[config.mk]
export PLATFORM = sky130hd
export DESIGN_NAME = spm_media_if
export DESIGN_NICKNAME = d
export VERILOG_FILES = /design/src/spm_pkg.sv /design/src/spm_media_if.sv /design/src/spm_fifo.sv /design/src/spm_clkgen.sv
export SDC_FILE = /design/constraint.sdc
export NUM_CORES = 1
export LEC_CHECK = 0
export BUFFER_PORTS_ARGS = -buffer_cell sky130_fd_sc_hd__buf_2
export CAP_MARGIN = 20
export CORE_AREA = 3 3 145 133
export DETAILED_ROUTE_END_ITERATION = 16
export DIE_AREA = 0 0 148 136
export GPL_TIMING_DRIVEN = 0
export PLACE_DENSITY = 0.69
export SYNTH_ARGS = -nofsm -noshare
export SYNTH_HDL_FRONTEND = slang
export SYNTH_HIERARCHICAL = 1
export SYNTH_SLANG_ARGS = --single-unit
[constraint.sdc]
create_clock -name CLK -period 3.8 [get_ports CLK]
set_clock_uncertainty 0.1 [all_clocks]
set_input_delay 0.57 -clock CLK [delete_from_list [all_inputs] [get_ports CLK]]
set_output_delay 0.57 -clock CLK [all_outputs]
set_load 0.03 [all_outputs]
[src/spm_pkg.sv]
package spm_pkg;

  // system clock and link clock periods
  localparam int CLK_PERIOD_NS      = 10;
  localparam int MII100_PERIOD_NS   = 40;
  localparam int MII10_PERIOD_NS    = 400;
  localparam int RMII_REF_PERIOD_NS = 20;

  // half periods of generated link clocks, in system cycles
  localparam logic [7:0] MII100_HALF = 8'(MII100_PERIOD_NS / (2 * CLK_PERIOD_NS));
  localparam logic [7:0] MII10_HALF  = 8'(MII10_PERIOD_NS / (2 * CLK_PERIOD_NS));
  localparam logic [7:0] RMII_HALF   = 8'(RMII_REF_PERIOD_NS / (2 * CLK_PERIOD_NS));

  // reference cycles per dibit at 10 Mbps in RMII
  localparam logic [3:0] RMII10_REPEAT = 4'hA;

  // inter-frame gap in line units
  localparam logic [7:0] IFG_NIBBLES = 8'h18;
  localparam logic [7:0] IFG_DIBITS  = 8'h30;

  // line units per byte, minus one
  localparam logic [2:0] MII_UNITS_M1  = 3'h1;
  localparam logic [2:0] RMII_UNITS_M1 = 3'h3;

  // enabled cycles after reset release before straps are caught
  localparam logic [1:0] STRAP_SETTLE = 2'h3;

  // strap levels
  localparam logic ROLE_STRAP_PHY       = 1'b1;
  localparam logic ROLE_STRAP_REF_IN    = 1'b1;
  localparam logic SPEED_STRAP_100_10   = 1'b0;

  // egress buffer shape and word layout
  localparam int FIFO_WIDTH = 9;
  localparam int FIFO_DEPTH = 8;
  localparam int LAST_BIT   = 8;

  typedef enum logic [1:0] {
    SPM_MII   = 2'b00,
    SPM_RMII  = 2'b01,
    SPM_RSVD  = 2'b10,
    SPM_RGMII = 2'b11
  } spm_type_t;

  typedef enum logic [1:0] {
    SPD_10   = 2'b00,
    SPD_100  = 2'b01,
    SPD_1000 = 2'b10
  } spm_speed_t;

  typedef enum logic [1:0] {
    EG_IDLE = 2'b00,
    EG_SEND = 2'b01,
    EG_GAP  = 2'b10
  } spm_eg_t;

endpackage

[src/spm_media_if.sv]
`timescale 1ns/1ns
`default_nettype none
// Notes on behaviour
// - port type caught STRAP_SETTLE enabled cycles after reset release, held
// - MII and RMII run only 10/100
// - TX pins feed switch, RX pins leave it
// - MII moves nibbles at quarter bit rate
// - MII has no COL/CRS, full duplex
// - MII chosen by two type straps
// - role strap picks MII PHY or MAC
// - role swaps only the two clock pins
// - PHY role drives both clocks, RX group
// - MAC role takes both clocks from PHY
// - RMII times both ways from one reference
// - RMII moves one dibit per reference cycle at 100, per ten at 10
// - strap high: reference comes on input
// - strap low: drive reference from system clock once crystal toggles
// - toward MAC sample TX, drive RX group
// - RMII has no roles, TX error unused
module spm_media_if (
  input  wire logic       CLK,                         // system clock
  input  wire logic       RST_N,                       // sync reset
  input  wire logic       CE,                          // clock enable
  input  wire logic       SPEED_10,                    // 1 selects 10 Mbps
  input  wire logic       ROLE_OR_CLOCK_SOURCE_STRAP,  // role / reference strap
  input  wire logic       SPEED_SELECT_STRAP,          // speed strap
  input  wire logic       INTERFACE_TYPE_STRAP_HI,     // type strap high
  input  wire logic       INTERFACE_TYPE_STRAP_LO,     // type strap low
  input  wire logic       CRYSTAL_CLOCK_INPUT,         // 25 MHz crystal
  input  wire logic       TX_CLK_I,                    // tx clock / reference in
  output logic            TX_CLK_O,                    // tx clock out
  output var  logic       TX_CLK_OE,                   // tx clock drive
  input  wire logic       RX_CLK_I,                    // rx clock in
  output logic            RX_CLK_O,                    // rx clock / reference out
  output var  logic       RX_CLK_OE,                   // rx clock drive
  input  wire logic       TX_EN,                       // tx enable / carrier valid
  input  wire logic       TX_ER,                       // tx error
  input  wire logic [3:0] TXD,                         // tx data
  output var  logic       RX_DV,                       // rx valid / enable
  output var  logic       RX_ER,                       // rx error
  output var  logic [3:0] RXD,                         // rx data
  input  wire logic [7:0] SW_TX_DATA,                  // byte to line
  input  wire logic       SW_TX_LAST,                  // last byte of frame
  input  wire logic       SW_TX_VALID,                 // byte offered
  output logic            SW_TX_READY,                 // byte accepted
  output var  logic [7:0] SW_RX_DATA,                  // byte from line
  output var  logic       SW_RX_ERR,                   // byte carried error
  output var  logic       SW_RX_VALID,                 // byte strobe
  output var  logic       SW_RX_END,                   // frame ended
  output var  logic       CFG_READY,                   // straps caught
  output logic      [1:0] CFG_TYPE,                    // port type
  output var  logic       CFG_PHY_ROLE,                // MII PHY role
  output var  logic       CFG_CLK_OUT,                 // RMII drives reference
  output var  logic [1:0] CFG_SPEED,                   // line speed
  output var  logic       CFG_SPEED_WARN,              // MII speed strap not 100/10
  output var  logic       CFG_UNSUPPORTED              // type not served here
);
  // two-stage synchronisers for pins
  logic [12:0] sync1;
  logic [12:0] sync2;
  logic        s_en;
  logic        s_er;
  logic [3:0]  s_txd;
  logic        s_tclk;
  logic        s_rclk;
  logic        s_xtal;
  logic        s_role;
  logic        s_speed;
  logic        s_thi;
  logic        s_tlo;

  always_ff @(posedge CLK) begin
    if (!RST_N) begin
      sync1 <= 13'h0000;
      sync2 <= 13'h0000;
    end else if (CE) begin
      sync1 <= {TX_EN, TX_ER, TXD, TX_CLK_I, RX_CLK_I, CRYSTAL_CLOCK_INPUT,
                ROLE_OR_CLOCK_SOURCE_STRAP, SPEED_SELECT_STRAP,
                INTERFACE_TYPE_STRAP_HI, INTERFACE_TYPE_STRAP_LO};
      sync2 <= sync1;
    end
  end

  assign {s_en, s_er, s_txd, s_tclk, s_rclk, s_xtal, s_role, s_speed, s_thi, s_tlo} = sync2;

  // configuration capture
  logic [1:0]         settle;
  logic               cfg_done;
  spm_pkg::spm_type_t cfg_type;
  logic               cfg_role;
  logic               speed10;

  always_ff @(posedge CLK) begin
    if (!RST_N) begin
      settle          <= 2'h0;
      cfg_done        <= 1'b0;
      cfg_type        <= spm_pkg::SPM_MII;
      cfg_role        <= 1'b0;
      speed10         <= 1'b0;
      CFG_READY       <= 1'b0;
      CFG_PHY_ROLE    <= 1'b0;
      CFG_CLK_OUT     <= 1'b0;
      CFG_SPEED       <= spm_pkg::SPD_10;
      CFG_SPEED_WARN  <= 1'b0;
      CFG_UNSUPPORTED <= 1'b0;
    end else if (CE && !cfg_done) begin
      if (settle != spm_pkg::STRAP_SETTLE) begin
        settle <= settle + 2'h1;
      end else begin
        cfg_done  <= 1'b1;
        CFG_READY <= 1'b1;
        cfg_type  <= spm_pkg::spm_type_t'({s_thi, s_tlo});
        cfg_role  <= s_role;
        speed10   <= SPEED_10;
        CFG_PHY_ROLE <= {s_thi, s_tlo} == spm_pkg::SPM_MII && s_role == spm_pkg::ROLE_STRAP_PHY;
        CFG_CLK_OUT  <= {s_thi, s_tlo} == spm_pkg::SPM_RMII && s_role != spm_pkg::ROLE_STRAP_REF_IN;
        CFG_SPEED_WARN <= {s_thi, s_tlo} == spm_pkg::SPM_MII
                          && s_speed != spm_pkg::SPEED_STRAP_100_10;
        CFG_UNSUPPORTED <= {s_thi, s_tlo} == spm_pkg::SPM_RGMII
                           || {s_thi, s_tlo} == spm_pkg::SPM_RSVD;
        if ({s_thi, s_tlo} == spm_pkg::SPM_RGMII) begin
          CFG_SPEED <= (s_speed != spm_pkg::SPEED_STRAP_100_10) ? spm_pkg::SPD_1000
                                                                  : spm_pkg::SPD_100;
        end else begin
          CFG_SPEED <= SPEED_10 ? spm_pkg::SPD_10 : spm_pkg::SPD_100;
        end
      end
    end
  end

  assign CFG_TYPE = cfg_type;

  logic is_mii;
  logic is_rmii;
  logic active;
  logic gen_mii;
  logic gen_ref;
  logic use_gen;

  assign is_mii  = cfg_type == spm_pkg::SPM_MII;
  assign is_rmii = cfg_type == spm_pkg::SPM_RMII;
  assign active  = cfg_done && (is_mii || is_rmii);
  assign gen_mii = is_mii && cfg_role == spm_pkg::ROLE_STRAP_PHY;
  assign gen_ref = is_rmii && cfg_role != spm_pkg::ROLE_STRAP_REF_IN;
  assign use_gen = gen_mii || gen_ref;

  // link clock edges seen on pins
  logic tclk_d;
  logic rclk_d;
  logic xtal_d;
  logic xtal_seen;

  always_ff @(posedge CLK) begin
    if (!RST_N) begin
      tclk_d    <= 1'b0;
      rclk_d    <= 1'b0;
      xtal_d    <= 1'b0;
      xtal_seen <= 1'b0;
    end else if (CE) begin
      tclk_d <= s_tclk;
      rclk_d <= s_rclk;
      xtal_d <= s_xtal;
      if (s_xtal != xtal_d) begin
        xtal_seen <= 1'b1;
      end
    end
  end

  // generated link clock
  logic       g_rise;
  logic       g_fall;
  logic       gclk;
  logic       g_run;
  logic [7:0] g_half;

  assign g_run  = active && (gen_mii || (gen_ref && xtal_seen));
  assign g_half = gen_ref ? spm_pkg::RMII_HALF
                : (speed10 ? spm_pkg::MII10_HALF : spm_pkg::MII100_HALF);

  spm_clkgen u_clkgen (
    .clk   (CLK),
    .rst_n (RST_N),
    .ce    (CE),
    .run   (g_run),
    .half  (g_half),
    .clk_o (gclk),
    .rise  (g_rise),
    .fall  (g_fall)
  );

  assign TX_CLK_O = gclk;
  assign RX_CLK_O = gclk;

  always_ff @(posedge CLK) begin
    if (!RST_N) begin
      TX_CLK_OE <= 1'b0;
      RX_CLK_OE <= 1'b0;
    end else if (CE) begin
      TX_CLK_OE <= active && gen_mii;
      RX_CLK_OE <= active && (gen_mii || gen_ref);
    end
  end

  // line steps; reference input ignored while driving it
  logic       t_rise;
  logic       r_rise;
  logic       in_tick;
  logic       out_tick;
  logic [3:0] slot_cnt;
  logic       slot;
  logic       in_step;
  logic       out_step;

  assign t_rise   = s_tclk && !tclk_d;
  assign r_rise   = s_rclk && !rclk_d;
  assign in_tick  = use_gen ? g_fall : t_rise;
  assign out_tick = use_gen ? g_fall : (is_mii ? r_rise : t_rise);
  assign slot     = !is_rmii || !speed10 || slot_cnt == 4'h0;
  assign in_step  = CE && active && in_tick && slot;
  assign out_step = CE && active && out_tick && slot;

  always_ff @(posedge CLK) begin
    if (!RST_N) begin
      slot_cnt <= 4'h0;
    end else if (CE && active && is_rmii && in_tick) begin
      slot_cnt <= (slot_cnt == spm_pkg::RMII10_REPEAT - 4'h1) ? 4'h0 : slot_cnt + 4'h1;
    end
  end

  logic [2:0] units_m1;
  assign units_m1 = is_rmii ? spm_pkg::RMII_UNITS_M1 : spm_pkg::MII_UNITS_M1;

  function automatic logic [3:0] unit_of(input logic [7:0] sr, input logic rmii);
    return rmii ? {2'h0, sr[1:0]} : sr[3:0];
  endfunction

  function automatic logic [7:0] shift_out(input logic [7:0] sr, input logic rmii);
    return rmii ? {2'h0, sr[7:2]} : {4'h0, sr[7:4]};
  endfunction

  // ingress: TX-named pins into the switch, low unit first
  logic [7:0] ig_sr;
  logic [7:0] next_ig;
  logic [2:0] ig_cnt;
  logic       ig_on;
  logic       ig_err;

  assign next_ig = is_rmii ? {s_txd[1:0], ig_sr[7:2]} : {s_txd, ig_sr[7:4]};

  always_ff @(posedge CLK) begin
    if (!RST_N) begin
      ig_sr       <= 8'h00;
      ig_cnt      <= 3'h0;
      ig_on       <= 1'b0;
      ig_err      <= 1'b0;
      SW_RX_DATA  <= 8'h00;
      SW_RX_ERR   <= 1'b0;
      SW_RX_VALID <= 1'b0;
      SW_RX_END   <= 1'b0;
    end else if (CE) begin
      SW_RX_VALID <= 1'b0;
      SW_RX_END   <= 1'b0;
      if (in_step) begin
        if (s_en) begin
          ig_on <= 1'b1;
          ig_sr <= next_ig;
          if (ig_cnt == units_m1) begin
            ig_cnt      <= 3'h0;
            ig_err      <= 1'b0;
            SW_RX_DATA  <= next_ig;
            SW_RX_ERR   <= ig_err || (is_mii && s_er);
            SW_RX_VALID <= 1'b1;
          end else begin
            ig_cnt <= ig_cnt + 3'h1;
            ig_err <= ig_err || (is_mii && s_er);
          end
        end else begin
          // a partial byte at frame end is dropped
          ig_cnt <= 3'h0;
          ig_err <= 1'b0;
          ig_on  <= 1'b0;
          if (ig_on) begin
            SW_RX_END <= 1'b1;
          end
        end
      end
    end
  end

  // egress buffer from the switch
  logic [spm_pkg::FIFO_WIDTH-1:0] f_data;
  logic                           f_valid;
  logic                           f_pop;

  spm_fifo #(
    .WIDTH (spm_pkg::FIFO_WIDTH),
    .DEPTH (spm_pkg::FIFO_DEPTH)
  ) u_fifo (
    .clk       (CLK),
    .rst_n     (RST_N),
    .ce        (CE),
    .in_valid  (SW_TX_VALID),
    .in_data   ({SW_TX_LAST, SW_TX_DATA}),
    .in_ready  (SW_TX_READY),
    .out_valid (f_valid),
    .out_data  (f_data),
    .out_ready (f_pop)
  );

  // egress: switch out onto RX-named pins, runs beside ingress
  spm_pkg::spm_eg_t eg_state;
  logic [7:0]       eg_sr;
  logic [2:0]       eg_cnt;
  logic             eg_last;
  logic [7:0]       eg_gap;
  logic             eg_load;

  assign eg_load = f_valid && (eg_state == spm_pkg::EG_IDLE
                   || (eg_state == spm_pkg::EG_SEND && eg_cnt == 3'h0 && !eg_last));
  assign f_pop   = out_step && eg_load;

  always_ff @(posedge CLK) begin
    if (!RST_N) begin
      eg_state <= spm_pkg::EG_IDLE;
      eg_sr    <= 8'h00;
      eg_cnt   <= 3'h0;
      eg_last  <= 1'b0;
      eg_gap   <= 8'h00;
      RX_DV    <= 1'b0;
      RX_ER    <= 1'b0;
      RXD      <= 4'h0;
    end else if (CE && !active) begin
      eg_state <= spm_pkg::EG_IDLE;
      RX_DV    <= 1'b0;
      RX_ER    <= 1'b0;
      RXD      <= 4'h0;
    end else if (out_step) begin
      if (eg_load) begin
        eg_state <= spm_pkg::EG_SEND;
        eg_sr    <= shift_out(f_data[7:0], is_rmii);
        eg_cnt   <= units_m1;
        eg_last  <= f_data[spm_pkg::LAST_BIT];
        RX_DV    <= 1'b1;
        RX_ER    <= 1'b0;
        RXD      <= unit_of(f_data[7:0], is_rmii);
      end else begin
        unique case (eg_state)
          spm_pkg::EG_IDLE: begin
            RX_DV <= 1'b0;
            RX_ER <= 1'b0;
            RXD   <= 4'h0;
          end
          spm_pkg::EG_SEND: begin
            if (eg_cnt != 3'h0) begin
              eg_cnt <= eg_cnt - 3'h1;
              eg_sr  <= shift_out(eg_sr, is_rmii);
              RXD    <= unit_of(eg_sr, is_rmii);
            end else if (eg_last) begin
              eg_state <= spm_pkg::EG_GAP;
              eg_gap   <= is_rmii ? spm_pkg::IFG_DIBITS : spm_pkg::IFG_NIBBLES;
              RX_DV    <= 1'b0;
              RX_ER    <= 1'b0;
              RXD      <= 4'h0;
            end else begin
              // switch starved mid-frame: mark the frame bad
              RX_ER <= 1'b1;
              RXD   <= 4'h0;
            end
          end
          spm_pkg::EG_GAP: begin
            eg_gap <= eg_gap - 8'h01;
            if (eg_gap == 8'h01) begin
              eg_state <= spm_pkg::EG_IDLE;
            end
          end
          default: begin
            eg_state <= spm_pkg::EG_IDLE;
          end
        endcase
      end
    end
  end
endmodule
`default_nettype wire

[src/spm_fifo.sv]
`timescale 1ns/1ns
`default_nettype none
module spm_fifo #(
  parameter int WIDTH = spm_pkg::FIFO_WIDTH,
  parameter int DEPTH = spm_pkg::FIFO_DEPTH
) (
  input  wire logic             clk,       // system clock
  input  wire logic             rst_n,     // sync reset
  input  wire logic             ce,        // clock enable
  input  wire logic             in_valid,  // write request
  input  wire logic [WIDTH-1:0] in_data,   // write word
  output var  logic             in_ready,  // room for a word
  output var  logic             out_valid, // word available
  output logic      [WIDTH-1:0] out_data,  // head word
  input  wire logic             out_ready  // consumer takes head
);
  localparam int AW = $clog2(DEPTH);

  logic [WIDTH-1:0] mem [DEPTH];
  logic [AW-1:0]    wr_ptr;
  logic [AW-1:0]    rd_ptr;
  logic [AW:0]      count;
  logic [AW:0]      next_count;
  logic             push;
  logic             pop;

  function automatic logic [AW-1:0] bump(input logic [AW-1:0] p);
    return (p == AW'(DEPTH - 1)) ? '0 : p + 1'b1;
  endfunction

  assign push       = in_valid && in_ready;
  assign pop        = out_ready && out_valid;
  assign out_data   = mem[rd_ptr];
  assign next_count = count + (AW+1)'(push) - (AW+1)'(pop);

  always_ff @(posedge clk) begin
    if (ce && push) begin
      mem[wr_ptr] <= in_data;
    end
  end

  always_ff @(posedge clk) begin
    if (!rst_n) begin
      wr_ptr    <= '0;
      rd_ptr    <= '0;
      count     <= '0;
      in_ready  <= 1'b0;
      out_valid <= 1'b0;
    end else if (ce) begin
      if (push) begin
        wr_ptr <= bump(wr_ptr);
      end
      if (pop) begin
        rd_ptr <= bump(rd_ptr);
      end
      count     <= next_count;
      in_ready  <= next_count != (AW+1)'(DEPTH);
      out_valid <= next_count != '0;
    end
  end
endmodule
`default_nettype wire

[src/spm_clkgen.sv]
`timescale 1ns/1ns
`default_nettype none
module spm_clkgen (
  input  wire logic       clk,   // system clock
  input  wire logic       rst_n, // sync reset
  input  wire logic       ce,    // clock enable
  input  wire logic       run,   // generate while high
  input  wire logic [7:0] half,  // half period in cycles
  output var  logic       clk_o, // generated clock
  output var  logic       rise,  // clk_o just rose
  output var  logic       fall   // clk_o just fell
);
  logic [7:0] cnt;

  always_ff @(posedge clk) begin
    if (!rst_n) begin
      cnt   <= 8'h00;
      clk_o <= 1'b0;
      rise  <= 1'b0;
      fall  <= 1'b0;
    end else if (ce) begin
      if (!run) begin
        cnt   <= 8'h00;
        clk_o <= 1'b0;
        rise  <= 1'b0;
        fall  <= 1'b0;
      end else if (cnt >= half - 8'h01) begin
        cnt   <= 8'h00;
        clk_o <= ~clk_o;
        rise  <= ~clk_o;
        fall  <= clk_o;
      end else begin
        cnt  <= cnt + 8'h01;
        rise <= 1'b0;
        fall <= 1'b0;
      end
    end
  end
endmodule
`default_nettype wire

; Word level (Yosys, flattened, before mapping)
; Memories as Yosys holds them, arrays and structs flattened. A register that Yosys moved wholly into a read port is not among the register bits.
; Cells that the tools add are included.
[word_totals]
reg_bits = 123
mem_bits_rw = 72
inputBits = 27
out_inout_bits = 31
elab_cells = 220
memories = 1
[memory_table]
columns = memory, words, width, rd, rd_clocked_by_memory_dff, write_ports, line
row1 = u_fifo.mem, 8, 9, 1, 1, 1, spm_fifo.sv:19  ; logic [WIDTH-1:0] mem [DEPTH];
[op_classes]
add_sub_neg = 11
magnitude_cmp = 1
n_eq_ne = 21
muxes = 64
bitwise = 7
reduce_logical = 72
[op_table]
columns = operator, count
row1 = 2-to-1 mux 8 bit, 8
row2 = logical AND 1 bit, 29
row3 = 2-to-1 mux 3 bit, 9
row4 = 2-to-1 mux 1 bit, 25
row5 = 2-to-1 mux 4 bit, 5
row6 = 2-to-1 mux 6 bit, 3
row7 = case mux 8 bit (2 select lines), 1
row8 = AND reduction 2 bit, 8
row9 = 2-to-1 mux 2 bit, 7
row10 = AND reduction 4 bit, 3
row11 = 2-to-1 mux 5 bit, 2
row12 = inequality test 2 bit (second input constant), 5
row13 = adder 3 x 1 -> 3 bit (second input constant), 3
row14 = inequality test 3 bit (second input constant), 3
row15 = AND reduction 3 bit, 3
row16 = adder 8 x 1 -> 8 bit (second input constant), 1
row17 = equality test 8 x 1 -> 1 bit (second input constant), 1
row18 = >= comparator 8 bit, 1
row19 = logical OR 1 bit, 8
row20 = case mux 4 bit (2 select lines), 1
row21 = subtractor 8 x 1 -> 8 bit (second input constant), 1
row22 = logical NOT 1 bit, 7
row23 = NOT 1 bit, 7
row24 = equality test 2 x 1 -> 1 bit (second input constant), 3
row25 = 23 further kinds, 32

; Longest topological paths before layout
[logic_depth]
depth_word = 11
depth_mapped = 17
ltp_nobuf = 15

; By module
; Netlist, hierarchy kept.
[modules_own_cells]
columns = mod, instances, cells_per_inst, area_each_um2, seq_area_each_um2
row1 = spm_media_if, 1, 482, 4330.4, 1941.9
row2 = spm_fifo, 1, 188, 3570.9, 2462.4
row3 = spm_clkgen, 1, 97, 769.5, 220.2

; Worst setup path before layout
; No wires, ideal clock.
[synth_path]
path_type = reg2reg
startpoint = register cfg_type[1], in the netlist CFG_TYPE[1]
endpoint = register u_clkgen.cnt[2]
setup_ps = 74
t_arrival_ps = 3630
t_required_ps = 3626
setup_slack_ps = -5
stages_incl_launch_ff = 17
path_buffers = 3
synth_period_minus_slack_ps = 3805
cell_sequence = dfxtp_1 -> clkbuf_1 -> or2b_1 -> clkbuf_1 -> buf_1 -> nor2_1 -> nor2b_1 -> nor2_1 -> nand3_1 -> nor4_1 -> xnor2_1 -> ha_1 -> a21oi_1 -> o21ai_0 -> a211oi_4 -> nand4b_1 -> a31oi_1
[synth_between]
elab_chain_len = 7
elab_cells_between_ends = 14
classes_between = add/sub: 1 / order compare: 1 / eq/ne: 1 / mux: 3 / reduce/logical: 8
[synth_rtl]
columns = element, line
row1 = from (decl), spm_media_if.sv:89  ; spm_pkg::spm_type_t cfg_type;
row2 = from (signal assigned), spm_media_if.sv:97  ; cfg_type <= spm_pkg::SPM_MII;
row3 = from (signal assigned), spm_media_if.sv:112  ; cfg_type <= spm_pkg::spm_type_t'({s_thi, s_tlo});
row4 = equality test 2 x 1 -> 1 bit, spm_media_if.sv:141  ; assign is_rmii = cfg_type == spm_pkg::SPM_RMII;
row5 = logical AND 1 bit, spm_media_if.sv:144  ; assign gen_ref = is_rmii && cfg_role != spm_pkg::ROLE_STRAP_REF_IN;
row6 = 2-to-1 mux 5 bit, spm_media_if.sv:177  ; assign g_half = gen_ref ? spm_pkg::RMII_HALF
row7 = via g_half[0], spm_media_if.sv:174  ; logic [7:0] g_half;
row8 = subtractor 5 x 1 -> 6 bit, spm_clkgen.sv:27  ; end else if (cnt >= half - 8'h01) begin
row9 = >= comparator 8 bit, spm_clkgen.sv:27
row10 = 2-to-1 mux 8 bit, spm_clkgen.sv:27
row11 = 2-to-1 mux 8 bit, spm_clkgen.sv:22  ; if (!run) begin
row12 = to (signal assigned), spm_clkgen.sv:33  ; cnt <= cnt + 8'h01;
row13 = to (decl), spm_clkgen.sv:13  ; logic [7:0] cnt;
; The timed path passes the listed nets, and every way through them passes these cells.
; A chain may end at the register's enable or synchronous reset.

; Final worst setup path
[layout_path]
startpoint = register cfg_type[0], in the netlist CFG_TYPE[0]
endpoint = register u_fifo.out_valid
[layout_between]
elab_chain_len = 10
elab_cells_between_ends = 19
classes_between = add/sub: 1 / eq/ne: 1 / mux: 2 / reduce/logical: 15
[layout_rtl]
columns = element, line
row1 = equality test 2 x 1 -> 1 bit or logical NOT 2 bit (tied branches), "spm_media_if.sv:141, spm_media_if.sv:140"
row2 = "logical AND 1 bit, or another cell as far along", spm_media_if.sv:144
row3 = logical OR 1 bit or logical AND 1 bit (tied branches), "spm_media_if.sv:145, spm_media_if.sv:142"
row4 = 2-to-1 mux 1 bit or logical AND 1 bit (tied branches), "spm_media_if.sv:217, spm_media_if.sv:220"
row5 = logical AND 1 bit, spm_media_if.sv:220  ; assign out_step = CE && active && out_tick && slot;
row6 = logical AND 1 bit (*), spm_media_if.sv:220
row7 = logical AND 1 bit (*), spm_media_if.sv:320  ; assign f_pop = out_step && eg_load;
row8 = via f_pop, spm_media_if.sv:293  ; logic f_pop;
row9 = logical AND 1 bit (*), spm_fifo.sv:32  ; assign pop = out_ready && out_valid;
row10 = subtractor 4 x 1 -> 4 bit (*), spm_fifo.sv:34  ; assign next_count = count + (AW+1)'(push) - (AW+1)'(pop);
row11 = nonzero test 4 bit (*), spm_fifo.sv:58  ; out_valid <= next_count != '0;
row12 = to (signal assigned), spm_fifo.sv:48  ; out_valid <= 1'b0;
row13 = to (signal assigned), spm_fifo.sv:58
row14 = to (decl), spm_fifo.sv:13  ; output var logic out_valid,
; The timed path passes the listed nets; every way through them passes the cells marked *.

==> results.ini <==
[min_path]
holdPathEnd = sync1[1]
hold_path_depth = 3
min_path_type = in -> reg
hold_path_startpoint = INTERFACE_TYPE_STRAP_HI

[finish]
area_growth_pct = 14.6
fillCellCount = 1552
final_cell_mix = 122 x dfxtp_1, 75 x nor2_1, 72 x edfxtp_1
diodes = 0
final_cell_area_um2 = 9900
final_common_cell = dfxtp_1
multi_input_area_um2 = 3830
final_nets = 899
post-route-util_pct = 55.9
drive_gt1_share_pct = 16.6
final-seq-area_um2 = 4600

[sta]
hold_violations = 0
setup_ws_ns = 0.306
fin_crit_sh_pct = 91.9
maxSlewViolCount = 0
fin_tns_setup_ns = 0
setup_viol = 0
grt_setup_unrepaired = no
fmax_mhz = 286
tightest_slew_ns = 1.09
slew_headroom_pct = 27.1
layout_min_cycle_time_ns = 3.49

[route]
drt-initial-drc-count = 425
ant_nets = 0
viasPerCell = 5.45
drt-total-wl_um = 18400
drc_errors = 0
via_count = 5998
firstDrtPassIters = 5
routedWlPerCell_um = 16.7

[grt]
grt_pass1_wl_um = 30400
grt_pass1_vias = 5718
grt_max_degree = 20
grtUsageTotal_pct = 19.1
grt_antenna_before_repair = 0
grt_overflow_total = 0

[power]
leakage_nw = 3.70
power_mw = 4.15
power.density_nw_per_um2 = 420
ir_drop_mv = 0.300

[place]
port_buffers = 57
dpl-instance-area_um2 = 9270
dp_slack_ns = -0.670
gp_congestion = 0.845
dp_hpwl_um = 12700

[worst_setup_path]
crit_fanout = 9
endpoint_kind = register
crit_required_ns = 4.02
reg2reg_depth = 13
cp.arrival_ns = 3.71
reg2reg_to = u_fifo/out_valid
critical_path_class = reg -> reg
startpoint_type = register
rr_startpoint = CFG_TYPE[0]
r2r_slack_ns = 0.31

[clock_tree]
postCtsHoldBufs = 0
clock_latency_ns = 0.43
root_buffer = clkbuf_16
cts-buffers-inserted = 17
clk_pin_slew_ns = 0.08
clock_path_buffers = 2
cts_tree = yes
ctsHtreeMaxLevel = 4
clkSinkCount = 194

[floorplan]
initial_core_util_pct = 48.7
ios = 58
fp.dieH_um = 136
fp.coreArea_um2 = 17700
die_w_um = 148
dieArea_um2 = 20100
rows = 46

[yosys]
synth_cells = 764
yosysWarnings = 6
synth_area_um2 = 8640
avgSynthCellArea_um2 = 11.3

[run_status]
status = completed

[job]
maxCapViolations = 0

state kept, by name (all words and copies together) (netlist names), 3 cells and up, named ones only:
signal         flops
u_clkgen/cnt       8
eg_sr              6
u_fifo/wr_ptr      3
u_fifo/count       4
eg_cnt             3
u_fifo/mem        72
ig_sr              6
ig_cnt             3
sync1             13
eg_gap             8
u_fifo/rd_ptr      3
RXD                4
sync2             13
SW_RX_DATA         8
slot_cnt           4
worst max-delay path, stage by stage, from the launching register on:
cell	delay (ns)
dfxtp_1	0.32
buf_6	0.14
or4b_4	0.54
o221a_4	0.16
nor2_2	0.24
and2_1	0.21
and2_1	0.14
ha_1	0.19
inv_1	0.05
ha_1	0.26
a21o_1	0.17
a21oi_1	0.24
xnor3_1	0.30
o41a_1	0.32
report_power, final:
group          internal (mW)  switching, mW  total, mW
Sequential              2.18         0.0207       2.20
Clock                  0.892          0.846       1.74
Combinational         0.0893          0.126      0.216
Total                   3.16          0.993       4.15
how the worst max path moves through the flow:
| stage | from | to | slack, ns | depth (start not counted) |
|---|---|---|---|---|
| after floorplan | CFG_TYPE[1] | u_clkgen/cnt[2] | 0.12 | 16 |
| after global placement | CFG_TYPE[1] | u_clkgen/cnt[2] | -0.59 | 16 |
| after detailed placement | CFG_TYPE[1] | u_clkgen/cnt[2] | -0.67 | 16 |
| after CTS | CFG_TYPE[1] | u_clkgen/cnt[5] | 0.006 | 16 |
| after global routing | CFG_TYPE[1] | u_clkgen/cnt[1] | 0.05 | 16 |
| final | CFG_TYPE[0] | u_fifo/out_valid | 0.31 | 13 |
metal layers:
layer	routed length [um]	global-route usage (%)	part of all wire [%]
met5	0	0	0
met4	208	4.98	1.1
met3	769	3.53	4.2
met2	8100	28.9	44
met1	9320	28.5	51
through the flow:
step / hold slack [ns] / cells
after floorplan: 0.332 / 771
after global placement: 0.340 / 1068
after detailed placement: 0.341 / 1068
after CTS: 0.257 / 1100
after global routing: 0.269 / 1100
final: 0.267 / 1100
what timing repair did:
item / 4_1_cts / 5_1_grt
buffers inserted: 1 / 1
setup endpoints to repair: 12 / 14
pin swaps: 1 / 1
gates resized for setup: 5 / 10
layout make-up:
cell class,count,area share [%]
clock buffer,18,4.44
timing repair buffer,59,3.16
inverter,21,0.796
buffer,40,2.02
tap,240,3.03
clock inverter,14,1.40
multi-input combinational,514,38.6
sequential,194,46.5
No activity file was read; power rests on OpenSTA's default activity.
